==> config.mk <==
export PLATFORM = sky130hd
export DESIGN_NAME = acc_top
export DESIGN_NICKNAME = d
export VERILOG_FILES = /design/src/acc_pkg.sv /design/src/acc_sync.sv /design/src/acc_top.sv
export SDC_FILE = /design/constraint.sdc
export NUM_CORES = 1
export LEC_CHECK = 0
export BUFFER_PORTS_ARGS = -buffer_cell sky130_fd_sc_hd__buf_2
export CAP_MARGIN = 15
export CORE_MARGIN = 10
export CORE_UTILIZATION = 40
export DETAILED_ROUTE_END_ITERATION = 10
export PLACE_DENSITY = 0.8
export SLEW_MARGIN = 20
export SYNTH_ARGS = -nofsm -noshare
export SYNTH_HDL_FRONTEND = slang
export SYNTH_SLANG_ARGS = --single-unit
==> constraint.sdc <==
create_clock -name pclk -period 1.4 [get_ports pclk]
set_input_delay 0.07 -clock pclk [delete_from_list [all_inputs] [get_ports pclk]]
set_output_delay 0.07 -clock pclk [all_outputs]
set_load 0.01 [all_outputs]
==> src/acc_pkg.sv <==
// Package of constants for the analog comparator control block
package acc_pkg;

	localparam logic [11:0] ACC_STATUS_CONTROL_OFS = 12'h000;
	localparam logic [11:0] ACC_IRQ_STATUS_OFS     = 12'h004;
	localparam logic [11:0] ACC_IRQ_MASK_OFS       = 12'h008;
	localparam logic [11:0] ACC_POWER_MODE_OFS     = 12'h00c;
	localparam logic [11:0] ACC_SYSTEM_OPTIONS_OFS = 12'h010;

	localparam int          ACC_ENABLE_BIT      = 7;
	localparam int          ACC_REF_SEL_BIT     = 6;
	localparam int          ACC_FLAG_BIT        = 5;
	localparam int          ACC_IRQ_EN_BIT      = 4;
	localparam int          ACC_OUT_VALUE_BIT   = 3;
	localparam int          ACC_PIN_EN_BIT      = 2;
	localparam int          ACC_EDGE_SEL_HI     = 1;
	localparam int          ACC_EDGE_SEL_LO     = 0;
	localparam int          ACC_ROUTE_BIT       = 0;

	localparam logic [7:0]  ACC_CTRL_RESET      = 8'h00;
	localparam logic [7:0]  ACC_CTRL_WR_MASK    = 8'hd7;
	localparam logic [1:0]  ACC_IRQ_RESET       = 2'h0;
	localparam logic [1:0]  ACC_ROUTE_RESET     = 2'h0;

	// Bit positions in the sticky status and mask registers
	localparam int          ACC_EV_COMPARE      = 0;
	localparam int          ACC_EV_STOP_WAKE    = 1;
	localparam int          ACC_NUM_EVENTS      = 2;

	localparam int          ACC_SYNC_STAGES     = 2;

	typedef enum logic [1:0] {
		ACC_EDGE_FALL_A = 2'b00,
		ACC_EDGE_RISE   = 2'b01,
		ACC_EDGE_FALL_B = 2'b10,
		ACC_EDGE_BOTH   = 2'b11
	} acc_edge_e;

	typedef enum logic [1:0] {
		ACC_PM_RUN        = 2'b00,
		ACC_PM_WAIT       = 2'b01,
		ACC_PM_LIGHT_STOP = 2'b10,
		ACC_PM_DEEP_STOP  = 2'b11
	} acc_pm_e;

endpackage

==> src/acc_sync.sv <==
// Two-flop level synchroniser with edge outputs
`timescale 1ns/1ns
module acc_sync (
	input  wire logic pclk,
	input  wire logic presetn,
	input  wire logic clr,
	input  wire logic async_in,
	output logic      level,
	output logic      rise,
	output logic      fall
);
	import acc_pkg::*;

	logic [ACC_SYNC_STAGES-1:0] sync_q;
	logic                       prev_q;

	always_ff @(posedge pclk or negedge presetn) begin
		if (!presetn) begin
			sync_q <= '0;
		end else if (clr) begin
			sync_q <= '0;
		end else begin
			sync_q <= {sync_q[ACC_SYNC_STAGES-2:0], async_in};
		end
	end

	always_ff @(posedge pclk or negedge presetn) begin
		if (!presetn) begin
			prev_q <= 1'b0;
		end else if (clr) begin
			prev_q <= 1'b0;
		end else begin
			prev_q <= sync_q[ACC_SYNC_STAGES-1];
		end
	end

	assign level = sync_q[ACC_SYNC_STAGES-1];
	assign rise  = sync_q[ACC_SYNC_STAGES-1] & ~prev_q;
	assign fall  = ~sync_q[ACC_SYNC_STAGES-1] & prev_q;

endmodule

==> src/acc_top.sv <==
// Analog comparator control and status logic with APB register access
`timescale 1ns/1ns
module acc_top (
	input  wire logic        pclk,
	input  wire logic        presetn,
	input  wire logic        psel,
	input  wire logic        penable,
	input  wire logic        pwrite,
	input  wire logic [11:0] paddr,
	input  wire logic [31:0] pwdata,
	input  wire logic [3:0]  pstrb,
	output logic      [31:0] prdata,
	output logic             pready,
	output logic             pslverr,
	input  wire logic        comparator_raw_out,
	input  wire logic        debug_active,
	output logic             analog_enable,
	output logic             reference_input_select,
	output logic             comparator_output_pin,
	output logic             comparator_output_pin_oe,
	output logic             timer_capture_in,
	output logic             timer_channel_zero_pin_block,
	output logic             irq
);
	import acc_pkg::*;

	// Control and status register
	logic       comparator_enable_q;
	logic       reference_select_q;
	logic       compare_event_flag_q;
	logic       compare_irq_enable_q;
	logic       output_pin_enable_q;
	logic [1:0] event_edge_select_q;

	// Power mode, capture routing, interrupt wrapper
	logic [1:0]                power_mode_q;
	logic                      capture_route_select_q;
	logic [ACC_NUM_EVENTS-1:0] irq_status_q;
	logic [ACC_NUM_EVENTS-1:0] irq_status_d;
	logic [ACC_NUM_EVENTS-1:0] irq_mask_q;
	logic [ACC_NUM_EVENTS-1:0] irq_event;
	logic [31:0]               prdata_q;

	logic       wr_access;
	logic       rd_access;
	logic       addr_hit;
	logic       in_stop;
	logic       in_light_stop;
	logic       in_deep_stop;
	logic       active;
	logic       deep_stop_q;
	logic       out_level;
	logic       out_rise;
	logic       out_fall;
	logic       compare_event;
	logic       flag_clear;
	logic [7:0] ctrl_view;
	logic       ctrl_wr;
	logic       pm_wr;
	logic       status_wr;
	logic       mask_wr;
	logic       route_wr;
	logic       sync_clr;

	function automatic logic acc_edge_hit(input logic [1:0] sel, input logic r, input logic f);
		case (sel)
			ACC_EDGE_FALL_A: acc_edge_hit = f;
			ACC_EDGE_RISE:   acc_edge_hit = r;
			ACC_EDGE_FALL_B: acc_edge_hit = f;
			ACC_EDGE_BOTH:   acc_edge_hit = r | f;
			default:         acc_edge_hit = 1'b0;
		endcase
	endfunction

	function automatic logic acc_reg_hit(input logic [11:0] a, input logic [11:0] ofs);
		acc_reg_hit = (a == ofs);
	endfunction

	assign wr_access = psel & penable & pwrite;
	assign rd_access = psel & penable & ~pwrite;
	assign addr_hit  = acc_reg_hit(paddr, ACC_STATUS_CONTROL_OFS) | acc_reg_hit(paddr, ACC_IRQ_STATUS_OFS) |
		acc_reg_hit(paddr, ACC_IRQ_MASK_OFS) | acc_reg_hit(paddr, ACC_POWER_MODE_OFS) |
		acc_reg_hit(paddr, ACC_SYSTEM_OPTIONS_OFS);

	assign ctrl_wr   = wr_access & pstrb[0] & acc_reg_hit(paddr, ACC_STATUS_CONTROL_OFS);
	assign status_wr = wr_access & pstrb[0] & acc_reg_hit(paddr, ACC_IRQ_STATUS_OFS);
	assign mask_wr   = wr_access & pstrb[0] & acc_reg_hit(paddr, ACC_IRQ_MASK_OFS);
	assign pm_wr     = wr_access & pstrb[0] & acc_reg_hit(paddr, ACC_POWER_MODE_OFS);
	assign route_wr  = wr_access & pstrb[0] & acc_reg_hit(paddr, ACC_SYSTEM_OPTIONS_OFS);

	// Zero-wait slave; unmapped addresses answer with an error
	assign pready  = 1'b1;
	assign pslverr = psel & penable & ~addr_hit;

	// Power mode decode; debug halt is run mode for this block
	assign in_light_stop = (power_mode_q == ACC_PM_LIGHT_STOP);
	assign in_deep_stop  = (power_mode_q == ACC_PM_DEEP_STOP);
	assign in_stop       = in_light_stop | in_deep_stop;
	assign active        = comparator_enable_q & ~in_stop;

	assign analog_enable          = active;
	assign reference_input_select = reference_select_q;
	assign sync_clr               = ~active;

	// Comparator result is high when the positive input is above the negative one
	acc_sync u_sync (
		.pclk     (pclk),
		.presetn  (presetn),
		.clr      (sync_clr),
		.async_in (comparator_raw_out),
		.level    (out_level),
		.rise     (out_rise),
		.fall     (out_fall)
	);

	assign compare_event = active & acc_edge_hit(event_edge_select_q, out_rise, out_fall);
	assign flag_clear    = ctrl_wr & pwdata[ACC_FLAG_BIT];

	// Deep stop behaves as a power-down reset of the whole control register
	always_ff @(posedge pclk or negedge presetn) begin
		if (!presetn) begin
			deep_stop_q <= 1'b0;
		end else begin
			deep_stop_q <= in_deep_stop;
		end
	end

	always_ff @(posedge pclk or negedge presetn) begin
		if (!presetn) begin
			comparator_enable_q <= ACC_CTRL_RESET[ACC_ENABLE_BIT];
		end else if (in_deep_stop) begin
			comparator_enable_q <= ACC_CTRL_RESET[ACC_ENABLE_BIT];
		end else if (ctrl_wr & ~in_light_stop) begin
			comparator_enable_q <= pwdata[ACC_ENABLE_BIT];
		end
	end

	always_ff @(posedge pclk or negedge presetn) begin
		if (!presetn) begin
			reference_select_q <= ACC_CTRL_RESET[ACC_REF_SEL_BIT];
		end else if (in_deep_stop) begin
			reference_select_q <= ACC_CTRL_RESET[ACC_REF_SEL_BIT];
		end else if (ctrl_wr & ~in_light_stop) begin
			reference_select_q <= pwdata[ACC_REF_SEL_BIT];
		end
	end

	always_ff @(posedge pclk or negedge presetn) begin
		if (!presetn) begin
			compare_irq_enable_q <= ACC_CTRL_RESET[ACC_IRQ_EN_BIT];
		end else if (in_deep_stop) begin
			compare_irq_enable_q <= ACC_CTRL_RESET[ACC_IRQ_EN_BIT];
		end else if (ctrl_wr & ~in_light_stop) begin
			compare_irq_enable_q <= pwdata[ACC_IRQ_EN_BIT];
		end
	end

	always_ff @(posedge pclk or negedge presetn) begin
		if (!presetn) begin
			output_pin_enable_q <= ACC_CTRL_RESET[ACC_PIN_EN_BIT];
		end else if (in_deep_stop) begin
			output_pin_enable_q <= ACC_CTRL_RESET[ACC_PIN_EN_BIT];
		end else if (ctrl_wr & ~in_light_stop) begin
			output_pin_enable_q <= pwdata[ACC_PIN_EN_BIT];
		end
	end

	always_ff @(posedge pclk or negedge presetn) begin
		if (!presetn) begin
			event_edge_select_q <= ACC_CTRL_RESET[ACC_EDGE_SEL_HI:ACC_EDGE_SEL_LO];
		end else if (in_deep_stop) begin
			event_edge_select_q <= ACC_CTRL_RESET[ACC_EDGE_SEL_HI:ACC_EDGE_SEL_LO];
		end else if (ctrl_wr & ~in_light_stop) begin
			event_edge_select_q <= pwdata[ACC_EDGE_SEL_HI:ACC_EDGE_SEL_LO];
		end
	end

	// Flag: event wins over a same-cycle clear, a written zero is ignored
	always_ff @(posedge pclk or negedge presetn) begin
		if (!presetn) begin
			compare_event_flag_q <= ACC_CTRL_RESET[ACC_FLAG_BIT];
		end else if (in_deep_stop) begin
			compare_event_flag_q <= ACC_CTRL_RESET[ACC_FLAG_BIT];
		end else if (compare_event) begin
			compare_event_flag_q <= 1'b1;
		end else if (flag_clear & ~in_light_stop) begin
			compare_event_flag_q <= 1'b0;
		end
	end

	// Power mode is driven by the system's low-power controller over the bus
	always_ff @(posedge pclk or negedge presetn) begin
		if (!presetn) begin
			power_mode_q <= ACC_PM_RUN;
		end else if (pm_wr) begin
			power_mode_q <= pwdata[1:0];
		end
	end

	always_ff @(posedge pclk or negedge presetn) begin
		if (!presetn) begin
			capture_route_select_q <= ACC_ROUTE_RESET[0];
		end else if (route_wr) begin
			capture_route_select_q <= pwdata[ACC_ROUTE_BIT];
		end
	end

	// Wrapper events: the compare event and the return from deep stop
	assign irq_event[ACC_EV_COMPARE]   = compare_event;
	assign irq_event[ACC_EV_STOP_WAKE] = deep_stop_q & ~in_deep_stop;

	generate
		for (genvar i = 0; i < ACC_NUM_EVENTS; i++) begin : g_irq
			always_comb begin
				irq_status_d[i] = irq_status_q[i];
				if (status_wr & pwdata[i]) begin
					irq_status_d[i] = 1'b0;
				end
				if (irq_event[i]) begin
					irq_status_d[i] = 1'b1;
				end
			end
		end
	endgenerate

	always_ff @(posedge pclk or negedge presetn) begin
		if (!presetn) begin
			irq_status_q <= ACC_IRQ_RESET;
		end else begin
			irq_status_q <= irq_status_d;
		end
	end

	always_ff @(posedge pclk or negedge presetn) begin
		if (!presetn) begin
			irq_mask_q <= ACC_IRQ_RESET;
		end else if (mask_wr) begin
			irq_mask_q <= pwdata[ACC_NUM_EVENTS-1:0];
		end
	end

	// Request follows the flag itself so the flag clear removes it
	assign irq = (compare_irq_enable_q & compare_event_flag_q & irq_mask_q[ACC_EV_COMPARE]) |
		(irq_status_q[ACC_EV_STOP_WAKE] & irq_mask_q[ACC_EV_STOP_WAKE]);

	assign ctrl_view = {comparator_enable_q, reference_select_q, compare_event_flag_q, compare_irq_enable_q,
		out_level & active, output_pin_enable_q, event_edge_select_q};

	always_ff @(posedge pclk or negedge presetn) begin
		if (!presetn) begin
			prdata_q <= 32'h0000_0000;
		end else if (psel & ~penable & ~pwrite) begin
			case (paddr)
				ACC_STATUS_CONTROL_OFS: prdata_q <= {24'h00_0000, ctrl_view};
				ACC_IRQ_STATUS_OFS:     prdata_q <= {30'h0000_0000, irq_status_q};
				ACC_IRQ_MASK_OFS:       prdata_q <= {30'h0000_0000, irq_mask_q};
				ACC_POWER_MODE_OFS:     prdata_q <= {30'h0000_0000, power_mode_q};
				ACC_SYSTEM_OPTIONS_OFS: prdata_q <= {31'h0000_0000, capture_route_select_q};
				default:                prdata_q <= 32'h0000_0000;
			endcase
		end
	end

	// Control register reads live; the others come from the setup-phase sample
	always_comb begin
		prdata = 32'h0000_0000;
		if (rd_access) begin
			if (acc_reg_hit(paddr, ACC_STATUS_CONTROL_OFS)) begin
				prdata = {24'h00_0000, ctrl_view};
			end else begin
				prdata = prdata_q;
			end
		end
	end

	// Output pin and timer routing
	assign comparator_output_pin        = out_level & active & output_pin_enable_q;
	assign comparator_output_pin_oe     = output_pin_enable_q & active;
	assign timer_capture_in             = capture_route_select_q & out_level & active;
	assign timer_channel_zero_pin_block = capture_route_select_q;

endmodule

# Word level (Yosys, flattened, before mapping)
# Index checks and enable logic that the tools add are counted.
# W data, S select, Z words.
dict set report totals {
  regBits 50
  out_inout_bits 41
}
dict set report op_classes {
  n_reduce_logical 7
  bitwise_logic 45
  mux 23
  n_eq_ne 9
}
# op count
set op_table {}
lappend op_table {{$mux W32} 2}
lappend op_table {{$pmux W8 S5} 1}
lappend op_table {{$and A1 B1 Y1} 30}
lappend op_table {{$eq A12 B4 Y1 const B} 2}
lappend op_table {{$mux W1} 16}
lappend op_table {{$eq A12 B3 Y1 const B} 1}
lappend op_table {{$eq A12 B5 Y1 const B} 1}
lappend op_table {{$logic_not A12 Y1} 1}
lappend op_table {{$eq A2 B2 Y1 const B} 4}
lappend op_table {{$not A1 Y1} 8}
lappend op_table {{$or A1 B1 Y1} 7}
lappend op_table {{$mux W2} 3}
lappend op_table {{$reduce_bool A2 Y1} 3}
lappend op_table {{$pmux W1 S3} 1}
lappend op_table {{$reduce_bool A3 Y1} 1}
lappend op_table {{$eq A2 B1 Y1 const B} 1}
lappend op_table {{$logic_not A2 Y1} 1}
lappend op_table {{$reduce_or A2 Y1} 1}

# Logic depth before layout (Yosys ltp)
dict set report logic_depth {
  word_depth 9
  ltp_mapped 6
  depth_no_buf 6
}

# Modules after synthesis
# From an unflattened synthesis, not the netlist that was laid out.
dict set report unflattened {
  cells_unflattened 179
  area_unflattened_um2 1599.0
}
# mod seq_area_each_um2 area_each_um2 cells_per_inst instances
set by_module_without_submodules {}
lappend by_module_without_submodules {acc_top 575.6 1492.7 171 1}
lappend by_module_without_submodules {acc_sync 75.1 106.4 8 1}

# Worst setup path before layout
# No wires, ideal clock.
dict set report synth_path {
  kind {input port to flip-flop}
  from {input port paddr[7]}
  to {register irq_mask_q[0]}
  stages 4
  t_required_ps 1275
  path_slack_ps -399
  arrival_time_ps 1675
  path_cell_list {or4_4 > or3_4 > nor4_2 > mux2_2}
}
dict set report synth_between {
  elab_chain_cells 2
}
# element line_no
set synth_rtl {}
lappend synth_rtl {{from (decl)} acc_top.sv:9} ;# input wire logic [11:0] paddr,
lappend synth_rtl {{$eq A12 B4 Y1} acc_top.sv:76} ;# acc_reg_hit = (a == ofs);
lappend synth_rtl {{$and A1 B1 Y1} acc_top.sv:87} ;# assign mask_wr = wr_access & pstrb[0] & acc_reg_hit(paddr, ACC_IRQ_MASK_OFS);
lappend synth_rtl {{to (signal assigned)} acc_top.sv:238} ;# irq_mask_q <= pwdata[ACC_NUM_EVENTS-1:0];
lappend synth_rtl {{to (decl)} acc_top.sv:40} ;# logic [ACC_NUM_EVENTS-1:0] irq_mask_q;
# No other way between the ends.
# A chain may end at the register's enable or synchronous reset.

# Worst setup path in the final report
dict set report layout_path {
  from {input port paddr[9]}
  to {output port prdata[4]}
}
dict set report layout_between {
  elab_chain_cells 3
}
# element line_no
set layout_rtl {}
lappend layout_rtl {{$logic_not A12 Y1} acc_top.sv:76}
lappend layout_rtl {{$mux W32} acc_top.sv:268} ;# if (acc_reg_hit(paddr, ACC_STATUS_CONTROL_OFS)) begin
lappend layout_rtl {{$mux W32} acc_top.sv:267} ;# if (rd_access) begin
lappend layout_rtl {{to (decl)} acc_top.sv:12} ;# output logic [31:0] prdata,
# No other way between the ends.

==> results.json <==
{
  "syn_std_cell_area_um2": 1670,
  "global_route.usage.met3": 0.0493,
  "vias_per_cell": 5.12,
  "drtPass1Iterations": 4,
  "final-hold-violation-count": 0,
  "synth.distinct_cells": 39,
  "grt_setup_unrepaired": "true",
  "n_antenna_cell": 0,
  "grt_pass1_wl_mm": 7.35,
  "cellPowerDensity_nw_per_um2": 636,
  "drc_errors": 0,
  "drtIter0Drc": 152,
  "die_h_um": 84.6,
  "postLayoutCellArea_um2": 2290,
  "port-buffer-count": 41,
  "hp-class": "in -> reg",
  "wl_per_cell_um": 16.3,
  "power.leakage_nw": 1.08,
  "worst_slew_pin_slew_ps": 602,
  "path_clk_slew_ps": 90,
  "placed_area_um2": 1990,
  "design.die.area_um2": 7160,
  "setup_viol": 23,
  "grt.overflow.total": 0,
  "grt_max_degree": 27,
  "post-route-min-period_ps": 1780,
  "timing.final.ws_setup_ps": -383,
  "critical_path.startpoint_type": "primary input",
  "route.vias.total": 1511,
  "timing.critical_path.arrival_ps": 1710,
  "layout_worst_path_cycle_share": 1.27,
  "pin_count": 96,
  "maxCapViolations": 0,
  "number_of_global_route_vias_before_repair": 1511,
  "violations_in_the_final_reports": "negative setup slack",
  "grt_util_all_layers": 0.122,
  "cts-root-buf": "sky130_fd_sc_hd__clkbuf_8",
  "crit_path_end_kind": "primary output",
  "finalNetCount": 303,
  "clock_insertion_delay_at_the_later_pin_of_the_skew_report_ps": 280,
  "total_number_of_placement_rows": 23,
  "drt_wl_total_mm": 4.82,
  "cts_num_sinks": 26,
  "fraction_of_layout_instances_using_a_drive_strength_above_1": 0.453,
  "crit_fanout": 4,
  "synth_cells": 186,
  "cts_tree": "done",
  "criticalPathCategory": "in -> out",
  "portion_of_the_post_synthesis_area_used_by_sequential_elements": 0.389,
  "report.final.slew_viol_count": 0,
  "grt.busiest_layer": "met2",
  "cts-buffers-inserted": 3,
  "groute.layer.met1.usage": 0.149,
  "place_ws_ps": -489,
  "irDropWorstVdd_v": 0.000507,
  "detail-route-antenna-nets": 0,
  "area_growth_syn_to_layout_pct": 36.8,
  "ys_seq_elements": 26,
  "synth.yosys.warnings": 0,
  "die-width_um": 84.6,
  "hpwlAfterDp_mm": 3.52,
  "gr-usage-met2": 0.202,
  "slew-limit-headroom": 0.598,
  "antenna_found_initial": 0,
  "synth.avg_cell_area_um2": 8.99,
  "finClkSkew_ps": 2.98,
  "cts.path.max_buffers": 2,
  "start_util": 0.415,
  "maxClockFrequency_mhz": 561,
  "core_um2": 4030,
  "status": "finished with violations",
  "worst-endpoint-required_ps": 1330,
  "htree_num_levels": 1,
  "finalWeightedCongestion": 0.842,
  "fillers": 348
}
path summary, 6_finish.rpt:
path / from / endpoint / slack (ps) / depth (start not counted)
worst min register to register: u_sync.sync_q[0] / u_sync.sync_q[1] / 450 / 1
min in group asynchronous: presetn / u_sync.sync_q[1] / 330 / 2
worst max register to register: power_mode_q[1] / compare_event_flag_q / 0 / 5
worst max-delay path: paddr[9] / prdata[4] / -380 / 7
worst min-delay path: pwdata[7] / comparator_enable_q / 7 / 2
max in group asynchronous: presetn / power_mode_q[1] / 650 / 2
flip-flops by register name, indices dropped and copies added, names as in the netlist, 2 cells and up:
name	flops
event_edge_select_q	2
irq_mask_q	2
irq_status_q	2
power_mode_q	2
prdata_q	8
u_sync.sync_q	2
synthesized netlist by cell type:
cell / count / share of area
sky130_fd_sc_hd__dfrtp_1: 26 / 0.39
sky130_fd_sc_hd__buf_4: 25 / 0.11
sky130_fd_sc_hd__nand2_1: 19 / 0.043
sky130_fd_sc_hd__o21ai_0: 18 / 0.054
sky130_fd_sc_hd__nand3_1: 12 / 0.036
sky130_fd_sc_hd__a21oi_1: 11 / 0.033
sky130_fd_sc_hd__inv_1: 9 / 0.020
sky130_fd_sc_hd__nor2_1: 7 / 0.016
sky130_fd_sc_hd__clkbuf_1: 6 / 0.013
sky130_fd_sc_hd__mux2_2: 5 / 0.034
sky130_fd_sc_hd__mux2i_1: 5 / 0.030
sky130_fd_sc_hd__and2_1: 4 / 0.015
sky130_fd_sc_hd__and3_1: 4 / 0.015
sky130_fd_sc_hd__o311ai_1: 3 / 0.016
sky130_fd_sc_hd__or4_4: 3 / 0.020
sky130_fd_sc_hd__a22o_1: 2 / 0.010
sky130_fd_sc_hd__conb_1: 2 / 0.0045
sky130_fd_sc_hd__ha_1: 2 / 0.015
sky130_fd_sc_hd__nand4_1: 2 / 0.0075
sky130_fd_sc_hd__or2_2: 2 / 0.0075
sky130_fd_sc_hd__a21o_1: 1 / 0.0045
sky130_fd_sc_hd__a31oi_1: 1 / 0.0037
sky130_fd_sc_hd__a32o_1: 1 / 0.0060
sky130_fd_sc_hd__and2_0: 1 / 0.0037
sky130_fd_sc_hd__and3b_1: 1 / 0.0052
sky130_fd_sc_hd__and4_1: 1 / 0.0052
sky130_fd_sc_hd__buf_1: 1 / 0.0022
sky130_fd_sc_hd__buf_2: 1 / 0.0030
sky130_fd_sc_hd__buf_6: 1 / 0.0067
sky130_fd_sc_hd__mux4_2: 1 / 0.013
sky130_fd_sc_hd__nand2b_1: 1 / 0.0037
sky130_fd_sc_hd__nor2b_1: 1 / 0.0037
sky130_fd_sc_hd__nor3_1: 1 / 0.0030
sky130_fd_sc_hd__nor3b_1: 1 / 0.0045
sky130_fd_sc_hd__nor4_2: 1 / 0.0075
sky130_fd_sc_hd__nor4_4: 1 / 0.013
sky130_fd_sc_hd__o22ai_1: 1 / 0.0037
sky130_fd_sc_hd__o311ai_2: 1 / 0.0097
sky130_fd_sc_hd__or3_4: 1 / 0.0067
metal layers:
layer  part of all wire  up-vias
met4             0.0060        0
met2               0.49       51
met3              0.079        4
met5                  0        -
met1               0.42      734
li1                   -      722
cell families after synthesis:
family	count (synthesis)	share of synthesized area
AO/OA/AOI/OAI	39	0.141
adder cells (fa/ha/maj)	2	0.0150
buffers and inverters	43	0.158
flip-flops	26	0.389
multiplexers	11	0.0771
other	2	0.00449
AND/OR/NAND/NOR	63	0.216
timing repair:
action                                 4_1_cts  5_1_grt
endpoints found under the hold margin       27        0
pin swaps                                    6        7
cloned                                       1        1
setup endpoints to repair                   25       26
hold buffers                                 2        0
resized for setup                           22       16
setup buffers                                3        3
through the flow:
step | hold slack (ps) | power, mW | instances | setup TNS, ps | util
detailed placement | 104 | 0.948 | 281 | -10250 | 0.495
global placement | 96.2 | 0.944 | 281 | -9140 | 0.495
CTS | 7.34 | 1.45 | 291 | -5270 | 0.536
finish | 7.45 | 1.45 | 295 | -5400 | 0.568
global route | 6.44 | 1.51 | 295 | -6210 | 0.568
floorplan | -226 | 0.917 | 209 | -3730 | -
area by class of cell:
cell class | count | area (um2) | area share
multi-input combinational | 141 | 1030 | 0.450
sequential | 26 | 652 | 0.285
tap | 50 | 62.6 | 0.0274
inverter | 9 | 33.8 | 0.0148
clock buffer | 4 | 55.1 | 0.0241
timing repair buffer | 65 | 455 | 0.199
cells in the final DEF, fill, tap and decap left out, drive strengths merged, types with 4 or more instances in the layout:
master,count
buf,62
nand3,12
dfrtp,26
nor2,7
mux2i,5
nand2,19
o21ai,18
and2,5
mux2,5
and3,4
clkbuf,5
or4,4
conb,25
inv,9
o311ai,4
a21oi,11
worst max-delay path: stages:
cell                      delay [ps]
sky130_fd_sc_hd__buf_6            90
sky130_fd_sc_hd__or4_4           550
sky130_fd_sc_hd__buf_4           160
sky130_fd_sc_hd__or4_4           470
sky130_fd_sc_hd__o21ai_2         160
sky130_fd_sc_hd__a21oi_2          70
sky130_fd_sc_hd__buf_2           140
report_power, final:
group          leakage [nW]  total [mW]  internal (mW)  switching [mW]
clock network        0.0288       0.495          0.252           0.243
logic                 0.731       0.196         0.0699           0.126
registers             0.317       0.763          0.755         0.00834
total                  1.08        1.45           1.08           0.377
Note: power is estimated with default switching activity, not from simulation.
